<file path="src/design/ccv_map.svh">
// Purpose: Offsets, field positions, codes and sizes of the capture/compare control block
// Assumes: Included by bare name; definitions only
// Notes:   Byte offsets on the AXI4-Lite register bus, one aligned word each
`ifndef CCV_MAP_SVH
`define CCV_MAP_SVH

`define CCV_NCH        6
`define CCV_NSTS       8
`define CCV_AW         8
`define CCV_DW         32

`define CCV_OFF_CTL0   8'h00
`define CCV_OFF_VEC    8'h20
`define CCV_OFF_STS    8'h24
`define CCV_OFF_CLR    8'h28
`define CCV_OFF_EN     8'h2C
`define CCV_OFF_WRAP   8'h30

`define CCV_B_FLAG     0
`define CCV_B_COV      1
`define CCV_B_OUT      2
`define CCV_B_LVL      3
`define CCV_B_IE       4
`define CCV_B_MODE     5
`define CCV_B_WRAP_FL  0
`define CCV_B_WRAP_IE  1

`define CCV_STS_WRAP   6
`define CCV_STS_COV    7

`define CCV_VEC_NONE   16'h0000
`define CCV_VEC_WRAP   16'h000E

`define CCV_RESP_OKAY  2'h0
`define CCV_RESP_SLV   2'h2

`endif

</file>
<file path="src/design/ccv_pkg.sv">
// Purpose: Types shared by the capture/compare control block
// Assumes: ccv_map.svh supplies sizes
// Notes:   Nothing here is imported; users write ccv_pkg::name
`include "ccv_map.svh"
package ccv_pkg;

   typedef enum logic [2:0] {
      CCV_MODE_DIRECT     = 3'h0,
      CCV_MODE_SET        = 3'h1,
      CCV_MODE_TOG_RESET  = 3'h2,
      CCV_MODE_SET_RESET  = 3'h3,
      CCV_MODE_TOGGLE     = 3'h4,
      CCV_MODE_RESET      = 3'h5,
      CCV_MODE_TOG_SET    = 3'h6,
      CCV_MODE_RESET_SET  = 3'h7
   } ccv_mode_type;

   typedef struct packed {
      logic [`CCV_AW-1:0] awaddr;
      logic               awvalid;
      logic [`CCV_DW-1:0] wdata;
      logic [3:0]         wstrb;
      logic               wvalid;
      logic               bready;
      logic [`CCV_AW-1:0] araddr;
      logic               arvalid;
      logic               rready;
   } ccv_axi_req_type;

   typedef struct packed {
      logic               awready;
      logic               wready;
      logic [1:0]         bresp;
      logic               bvalid;
      logic               arready;
      logic [`CCV_DW-1:0] rdata;
      logic [1:0]         rresp;
      logic               rvalid;
   } ccv_axi_rsp_type;

   typedef struct packed {
      logic [`CCV_NCH-1:0] compare_hit;
      logic [`CCV_NCH-1:0] capture_hit;
      logic [`CCV_NCH-1:0] channel_input;
      logic                period_hit;
      logic                counter_wrap;
   } ccv_event_type;

   typedef struct packed {
      ccv_axi_rsp_type             rsp;
      logic [`CCV_AW-1:0]          awaddr;
      logic                        aw_full;
      logic [`CCV_DW-1:0]          wdata;
      logic [3:0]                  wstrb;
      logic                        w_full;
      logic [`CCV_NCH-1:0][2:0]    pin_action_select;
      logic [`CCV_NCH-1:0]         channel_irq_enable;
      logic [`CCV_NCH-1:0]         out_bit;
      logic [`CCV_NCH-1:0]         cap_overflow;
      logic [`CCV_NCH-1:0]         channel_irq_flag;
      logic [`CCV_NCH-1:0]         lvl_s1;
      logic [`CCV_NCH-1:0]         channel_input_level;
      logic [`CCV_NCH-1:0]         pin;
      logic                        counter_wrap_flag;
      logic                        wrap_irq_enable;
      logic [`CCV_NSTS-1:0]        sts;
      logic [`CCV_NSTS-1:0]        en;
      logic                        timer_irq;
      logic                        irq;
   } ccv_state_type;

endpackage

</file>
<file path="src/design/ccv_out_action.sv">
// Purpose: Next level of one channel output from its action mode and timer events
// Assumes: equ_x is the channel compare hit, equ_0 the period hit, both one-cycle pulses
// Notes:   Purely combinational; the caller registers the result
`timescale 1ns/1ps
module ccv_out_action (
   input  wire ccv_pkg::ccv_mode_type mode,       // Output action mode
   input  wire logic                  out_bit,    // Direct output level bit
   input  wire logic                  level,      // Present output level
   input  wire logic                  equ_x,      // Channel compare hit
   input  wire logic                  equ_0,      // Period hit
   output      logic                  next_level  // Level for the next cycle
);

   always_comb begin
      next_level = level;
      case (mode)
         ccv_pkg::CCV_MODE_DIRECT: begin
            next_level = out_bit;
         end
         ccv_pkg::CCV_MODE_SET: begin
            if (equ_x) next_level = 1'b1;
         end
         ccv_pkg::CCV_MODE_TOG_RESET: begin
            // Compare action wins when both events land together
            if (equ_x) next_level = ~level;
            else if (equ_0) next_level = 1'b0;
         end
         ccv_pkg::CCV_MODE_SET_RESET: begin
            if (equ_x) next_level = 1'b1;
            else if (equ_0) next_level = 1'b0;
         end
         ccv_pkg::CCV_MODE_TOGGLE: begin
            if (equ_x) next_level = ~level;
         end
         ccv_pkg::CCV_MODE_RESET: begin
            if (equ_x) next_level = 1'b0;
         end
         ccv_pkg::CCV_MODE_TOG_SET: begin
            if (equ_x) next_level = ~level;
            else if (equ_0) next_level = 1'b1;
         end
         ccv_pkg::CCV_MODE_RESET_SET: begin
            if (equ_x) next_level = 1'b0;
            else if (equ_0) next_level = 1'b1;
         end
         default: begin
            next_level = level;
         end
      endcase
   end

endmodule

</file>
<file path="src/design/ccv_top.sv">
// Purpose: Capture/compare channel control fields and pending source vector, AXI4-Lite slave
// Assumes: Timer events arrive on aclk as one-cycle pulses; channel inputs are asynchronous pins
// Notes:   Every output is registered; hardware sets beat same-cycle clears
//
// The register addresses and register access over AXI4-Lite were chosen for this implementation.
`timescale 1ns/1ps
`include "ccv_map.svh"
module ccv_top (
   input  wire logic                    aclk,         // 50 MHz clock
   input  wire logic                    aresetn,      // Synchronous reset, active low
   input  wire ccv_pkg::ccv_axi_req_type axi_req,     // AXI4-Lite master to slave
   output      ccv_pkg::ccv_axi_rsp_type axi_rsp,     // AXI4-Lite slave to master
   input  wire ccv_pkg::ccv_event_type  timer_ev,     // Timer events and channel inputs
   output      logic [`CCV_NCH-1:0]     channel_out,  // Channel output pins
   output      logic                    timer_irq,    // Vector interrupt request
   output      logic                    irq           // Enabled event status interrupt
);

   ccv_pkg::ccv_state_type st;
   ccv_pkg::ccv_state_type next_st;
   logic [`CCV_NCH-1:0]    act_level;

   // True for every offset that holds a register
   function automatic logic is_mapped(input logic [`CCV_AW-1:0] a);
      logic hit;
      hit = 1'b0;
      if (a[1:0] == 2'h0) begin
         if (a < (`CCV_OFF_CTL0 + 8'(4 * `CCV_NCH))) hit = 1'b1;
         if (a == `CCV_OFF_VEC || a == `CCV_OFF_STS || a == `CCV_OFF_CLR) hit = 1'b1;
         if (a == `CCV_OFF_EN || a == `CCV_OFF_WRAP) hit = 1'b1;
      end
      return hit;
   endfunction

   // Channel index of a control register offset
   function automatic logic [2:0] chan_of(input logic [`CCV_AW-1:0] a);
      logic [`CCV_AW-1:0] rel;
      rel = a - `CCV_OFF_CTL0;
      return rel[4:2];
   endfunction

   // Lowest pending channel wins; the wrap flag comes last
   function automatic logic [15:0] vec_code(input logic [`CCV_NCH-1:0] pend,
                                            input logic wrap_pend);
      logic [15:0] code;
      code = `CCV_VEC_NONE;
      if (wrap_pend) code = `CCV_VEC_WRAP;
      for (int i = `CCV_NCH - 1; i >= 0; i--) begin
         if (pend[i]) code = 16'({4'(i + 1), 1'b0});
      end
      return code;
   endfunction

   genvar g;
   generate
      for (g = 0; g < `CCV_NCH; g++) begin : g_act
         ccv_out_action u_act (
            .mode       (ccv_pkg::ccv_mode_type'(st.pin_action_select[g])),
            .out_bit    (st.out_bit[g]),
            .level      (st.pin[g]),
            .equ_x      (timer_ev.compare_hit[g]),
            .equ_0      (timer_ev.period_hit),
            .next_level (act_level[g])
         );
      end
   endgenerate

   always_comb begin
      logic                do_write;
      logic [2:0]          wch;
      logic [2:0]          rch;
      logic [7:0]          wb;
      logic [`CCV_NCH-1:0] pend;
      logic [15:0]         code;
      logic [`CCV_NSTS-1:0] ev_sts;
      do_write = 1'b0;
      wch      = 3'h0;
      rch      = 3'h0;
      wb       = 8'h00;
      pend     = '0;
      code     = 16'h0000;
      ev_sts   = '0;
      next_st  = st;

      // Address and data are taken independently, in either order
      if (axi_req.awvalid && st.rsp.awready) begin
         next_st.awaddr  = axi_req.awaddr;
         next_st.aw_full = 1'b1;
      end
      if (axi_req.wvalid && st.rsp.wready) begin
         next_st.wdata  = axi_req.wdata;
         next_st.wstrb  = axi_req.wstrb;
         next_st.w_full = 1'b1;
      end
      if (st.rsp.bvalid && axi_req.bready) next_st.rsp.bvalid = 1'b0;

      // Software write; hardware sets below override a same-cycle clear
      do_write = st.aw_full && st.w_full && !st.rsp.bvalid;
      if (do_write) begin
         next_st.aw_full    = 1'b0;
         next_st.w_full     = 1'b0;
         next_st.rsp.bvalid = 1'b1;
         next_st.rsp.bresp  = is_mapped(st.awaddr) ? `CCV_RESP_OKAY : `CCV_RESP_SLV;
         wb  = st.wdata[7:0];
         wch = chan_of(st.awaddr);
         if (is_mapped(st.awaddr) && st.wstrb[0]) begin
            if (st.awaddr < `CCV_OFF_VEC) begin
               next_st.pin_action_select[wch]  = wb[`CCV_B_MODE +: 3];
               next_st.channel_irq_enable[wch] = wb[`CCV_B_IE];
               next_st.out_bit[wch]            = wb[`CCV_B_OUT];
               next_st.cap_overflow[wch]       = wb[`CCV_B_COV];
               next_st.channel_irq_flag[wch]   = wb[`CCV_B_FLAG];
            end else if (st.awaddr == `CCV_OFF_CLR) begin
               next_st.sts = st.sts & ~wb;
            end else if (st.awaddr == `CCV_OFF_EN) begin
               next_st.en = wb;
            end else if (st.awaddr == `CCV_OFF_WRAP) begin
               next_st.counter_wrap_flag = wb[`CCV_B_WRAP_FL];
               next_st.wrap_irq_enable   = wb[`CCV_B_WRAP_IE];
            end
         end
      end

      // Read: data is registered one cycle after the address is taken
      pend = st.channel_irq_flag & st.channel_irq_enable;
      code = vec_code(pend, st.counter_wrap_flag && st.wrap_irq_enable);
      if (st.rsp.rvalid && axi_req.rready) begin
         next_st.rsp.rvalid = 1'b0;
      end
      if (axi_req.arvalid && st.rsp.arready) begin
         next_st.rsp.rvalid = 1'b1;
         next_st.rsp.rdata  = '0;
         next_st.rsp.rresp  = is_mapped(axi_req.araddr) ? `CCV_RESP_OKAY : `CCV_RESP_SLV;
         rch = chan_of(axi_req.araddr);
         if (!is_mapped(axi_req.araddr)) begin
            next_st.rsp.rdata = '0;
         end else if (axi_req.araddr < `CCV_OFF_VEC) begin
            next_st.rsp.rdata[`CCV_B_MODE +: 3] = st.pin_action_select[rch];
            next_st.rsp.rdata[`CCV_B_IE]   = st.channel_irq_enable[rch];
            next_st.rsp.rdata[`CCV_B_LVL]  = st.channel_input_level[rch];
            next_st.rsp.rdata[`CCV_B_OUT]  = st.out_bit[rch];
            next_st.rsp.rdata[`CCV_B_COV]  = st.cap_overflow[rch];
            next_st.rsp.rdata[`CCV_B_FLAG] = st.channel_irq_flag[rch];
         end else if (axi_req.araddr == `CCV_OFF_VEC) begin
            next_st.rsp.rdata[15:0] = code;
            // Reading the vector acknowledges the source it reports
            if (code == `CCV_VEC_WRAP) begin
               next_st.counter_wrap_flag = 1'b0;
            end else if (code != `CCV_VEC_NONE) begin
               next_st.channel_irq_flag[3'(code[4:1] - 4'h1)] = 1'b0;
            end
         end else if (axi_req.araddr == `CCV_OFF_STS) begin
            next_st.rsp.rdata[`CCV_NSTS-1:0] = st.sts;
         end else if (axi_req.araddr == `CCV_OFF_EN) begin
            next_st.rsp.rdata[`CCV_NSTS-1:0] = st.en;
         end else if (axi_req.araddr == `CCV_OFF_WRAP) begin
            next_st.rsp.rdata[`CCV_B_WRAP_FL] = st.counter_wrap_flag;
            next_st.rsp.rdata[`CCV_B_WRAP_IE] = st.wrap_irq_enable;
         end
      end

      // Hardware events, applied last so a set beats a same-cycle clear
      for (int i = 0; i < `CCV_NCH; i++) begin
         if (timer_ev.capture_hit[i] && st.channel_irq_flag[i]) begin
            next_st.cap_overflow[i] = 1'b1;
            ev_sts[`CCV_STS_COV]    = 1'b1;
         end
         if (timer_ev.capture_hit[i] || timer_ev.compare_hit[i]) begin
            next_st.channel_irq_flag[i] = 1'b1;
            ev_sts[i]                   = 1'b1;
         end
      end
      if (timer_ev.counter_wrap) begin
         next_st.counter_wrap_flag = 1'b1;
         ev_sts[`CCV_STS_WRAP]     = 1'b1;
      end
      next_st.sts = next_st.sts | ev_sts;

      // Channel input level: two flops before anything reads it
      next_st.lvl_s1              = timer_ev.channel_input;
      next_st.channel_input_level = st.lvl_s1;
      next_st.pin                 = act_level;

      next_st.rsp.awready = !next_st.aw_full;
      next_st.rsp.wready  = !next_st.w_full;
      next_st.rsp.arready = !next_st.rsp.rvalid;
      next_st.timer_irq   = |(next_st.channel_irq_flag & next_st.channel_irq_enable)
                            || (next_st.counter_wrap_flag && next_st.wrap_irq_enable);
      next_st.irq         = |(next_st.sts & next_st.en);
   end

   always_ff @(posedge aclk) begin
      if (!aresetn) begin
         st <= '0;
      end else begin
         st <= next_st;
      end
   end

   assign axi_rsp     = st.rsp;
   assign channel_out = st.pin;
   assign timer_irq   = st.timer_irq;
   assign irq         = st.irq;

endmodule

</file>
<file path="config.mk">
export PLATFORM = sky130hd
export DESIGN_NAME = ccv_top
export DESIGN_NICKNAME = d
export VERILOG_FILES = /design/src/design/ccv_pkg.sv /design/src/design/ccv_out_action.sv /design/src/design/ccv_top.sv
export VERILOG_INCLUDE_DIRS = /design/src /design/src/design
export SDC_FILE = /design/constraint.sdc
export NUM_CORES = 1
export LEC_CHECK = 0
export BUFFER_PORTS_ARGS = -buffer_cell sky130_fd_sc_hd__buf_2
export CORE_MARGIN = 2
export CORE_UTILIZATION = 24
export DETAILED_ROUTE_END_ITERATION = 10
export PLACE_DENSITY = 0.48
export SLEW_MARGIN = 25
export SYNTH_ARGS = -nofsm -noshare
export SYNTH_HDL_FRONTEND = slang
export SYNTH_SLANG_ARGS = --single-unit
export TNS_END_PERCENT = 10
</file>
<file path="constraint.sdc">
create_clock -name aclk -period 3 [get_ports aclk]
set_input_delay 0.45 -clock aclk [delete_from_list [all_inputs] [get_ports aclk]]
set_output_delay 0.45 -clock aclk [all_outputs]
set_load 0.05 [all_outputs]
</file>
==> results.tsv <==
stage	metric	value	unit
placed_design	post-DP HPWL	13000	um
sta	Final Cycle Share	92.6	%
floorplanning	I/O Pins	128	
route	routed len/inst	16.7	um
sta	Slew headroom	57.9	%
yosys	Compound-Gate Fraction of Synth Area	16.0	%
floorplanning	Core ar.	24100	um2
yosys	synthesized instance count	669	
floorplanning	Die Wd	160	um
worst_setup_path	crit path max fanout	8	
route	DRT antenna net count	0	
yosys	adder-cell share of the synthesized area	0.644	%
pwr	sequential share of power	40.8	%
pwr	Clk pwr share	49.6	%
cells_and_area	n_diodes	0	
yosys	EDFF count, synth	0	
route	final WL	17700	um
route	1st-iter DRT viols	314	
worst_hold_path	Hold Path Stages	2	
worst_setup_path	Setup CP Type	flop to flop	
route	drt first pass iters	6	
job	Max-cap violations	0	
pwr	sw frac	26.2	%
yosys	synthesized area	5830	um2
sta	final number of max-transition violations	0	
sta	minimum clock period	2.78	ns
yosys	largest family of logic cells by synthesized area	simple AND/OR/NAND/NOR gates	
yosys	post-synth top area share	39.2	%
yosys	top_reg_cell synth	dfxtp_1	
sta	RSZ-0062 raised after global routing	no	
sta	TNS Setup	0	ns
cells_and_area	fin nets	804	
grt	largest net degree at the start of global routing	29	
worst_setup_path	CP Launch Type	flop	
worst_hold_path	HP Class	input port to flop	
route	Vias/cell	4.72	
yosys	Area contributors post-synth	dfxtp_1 (39%), mux2i_1 (7.0%), buf_4 (6.1%)	
worst_setup_path	worst reg-to-reg path cell count	6	
worst_setup_path	CP endpoint kind	flop	
cts	# clock sinks	114	
yosys	Netlist cell types	58	
cts	Clock transition at path regs	0.05	ns
floorplanning	die area	25600	um2
sta	Hold Vio Cnt, Final	0	
floorplanning	Starting Density	24.2	%
sta	measured slew at the worst slew-check pin	0.630	ns
cts	CTS max path bufs	2	
grt	antenna violations before repair	0	
cts	Num CTS Buffers	17	
route	DRC	0	
yosys	multiplexer area fraction after synthesis	13.3	%
worst_setup_path	Worst EP arrival	3.07	ns
cells_and_area	Area growth syn-to-layout	19.3	%
worst_setup_path	Worst EP required	3.30	ns
cells_and_area	fraction of layout cells with a size suffix above 1	22.3	%
sta	final setup fails	0	
placed_design	Routability Congestion	0.854	
sta	final setup skew	0.00830	ns
yosys	syn_area_per_cell	8.71	um2
pwr	Pint	2.93	mW
status	status	finished, final reports clean	
grt	GRT overflow	0	
floorplanning	placement row count	57	
pwr	Leak Pwr	2.72	nW
sta	FMAX	360	MHz
grt	first-pass GRT wire length	27500	um
pwr	Psw	1.04	mW
yosys	largest area contributor in the synthesized netlist	dfxtp_1	
cts	root buffer cell	clkbuf_16	
pwr	Pwr Density	571	nW/um2
pwr	Logic pwr share	9.6	%
pwr	maximum VDD drop	0.307	mV
cells_and_area	fin cells	1058	
grt	gr usage total	14.0	%
floorplanning	die height	160	um
placed_design	placed insts	1027	
route	via count	4996	
yosys	Seq/Total Area, Yosys	39.2	%
cts	# Post-CTS Setup Buffers	0	
yosys	number of synthesized register bits	114	
cts	H-tree depth	4	
yosys	FFs w/ async S/R, synth	0	%
yosys	post-synthesis xor/xnor area fraction	0	%
grt	vias in the first global route	4712	
yosys	Post-Synth Simple-Gate Area	21.4	%
yosys	Synth Warn #	0	
placed_design	port bufs	74	
cts	TritonCTS clock tree	done	
cts	cts-stage hold buffer count	0	
cts	worst skew pair latency	0.42	ns
## critical path, stage by stage, from the launching register on
cell	delay, ns
dfxtp_1	0.32
or4_4	0.63
or4_1	0.81
mux2i_1	0.32
o22ai_1	0.12
nor4_1	0.36
nor2_1	0.07
## synthesized netlist by cell type (4+ instances only)
library cell,instances
dfxtp_1,114
nor2_1,68
nand2_1,67
a21oi_1,57
buf_4,47
mux2i_1,41
clkbuf_1,36
a22oi_1,21
and2_1,20
mux2_2,14
nand3_1,14
o211ai_1,12
o22ai_1,12
nand4_1,11
nor3_1,11
a31oi_1,9
inv_1,9
a211oi_1,8
mux4_2,8
or3_1,8
o21ai_0,7
a32oi_1,6
or4_1,6
nand2b_1,5
nor2b_1,5
nor4_1,5
and3_1,4
or2_2,4
## final timing paths
check,from,endpoint,slack [ns]
setup reg to reg,st[118]$_SDFFE_PN0P_,irq$_SDFF_PN0_,0.22
setup / recovery,st[118]$_SDFFE_PN0P_,irq$_SDFF_PN0_,0.22
hold reg to reg,next_st[29]$_SDFF_PN0_,st[29]$_SDFF_PN0_,0.43
hold / removal,timer_ev[4],next_st[28]$_SDFF_PN0_,0.24
## cell usage in the layout, fill, tap and decap left out, types with 14 or more instances in the layout
cell type	instances
and2_1	20
nand3_1	14
dfxtp_1	114
a21oi_1	57
conb_1	26
clkbuf_16	17
buf_4	21
mux2i_1	41
nand2_1	67
buf_2	74
nor2_1	68
mux2_2	14
a22oi_1	21
## metal layers
layer | global-route usage, % | share of wire (%) | up-vias
met5 | 0 | 0 | -
met4 | 4.26 | 1.5 | 0
met3 | 3.06 | 4.5 | 22
met2 | 21.9 | 46 | 146
met1 | 19.4 | 48 | 2382
li1 | - | - | 2446
## kinds of logic after synthesis
family                   after synthesis
AND/OR/NAND/NOR                      243
AO/OA/AOI/OAI                        146
flip-flops                           114
buffers and inverters                 97
multiplexers                          65
adder cells (fa/ha/maj)                3
other                                  1
## final cells by class
cell class                 instances  area, um2
clock buffer                      20        457
clock inverter                    11        113
fill                            2643      17200
inverter                           9       33.8
multi-input combinational        483       3100
sequential                       114       2280
tap                              324        405
timing repair buffer              97        568
## power groups by stage
stage	logic [mW]	clock network [mW]	registers, mW
after global routing	0.412	2.10	1.62
after detailed placement	0.381	0	1.65
final	0.381	1.97	1.62
after global placement	0.381	0	1.65
after floorplan	0.316	0	1.62
after CTS	0.382	2.01	1.62
## through the flow
stage	total power [mW]	worst slack [ns]	instance area [um2]	utilization (%)	hold slack [ns]
floorplan	1.93	0.491	5920	-	0.412
global placement	2.03	0.273	6380	26.5	0.420
detailed placement	2.03	0.238	6380	26.5	0.421
CTS	4.01	0.223	6950	28.8	0.226
global route	4.13	0.0854	6960	28.9	0.228
finish	3.97	0.222	6960	28.9	0.240
## timing repair
| item | in CTS | in global routing |
|---|---|---|
| resized for setup | 0 | 1 |
| endpoints found under the setup margin | 0 | 1 |
| hold endpoints to repair | 0 | 0 |
(Power assumes the default switching activity.)
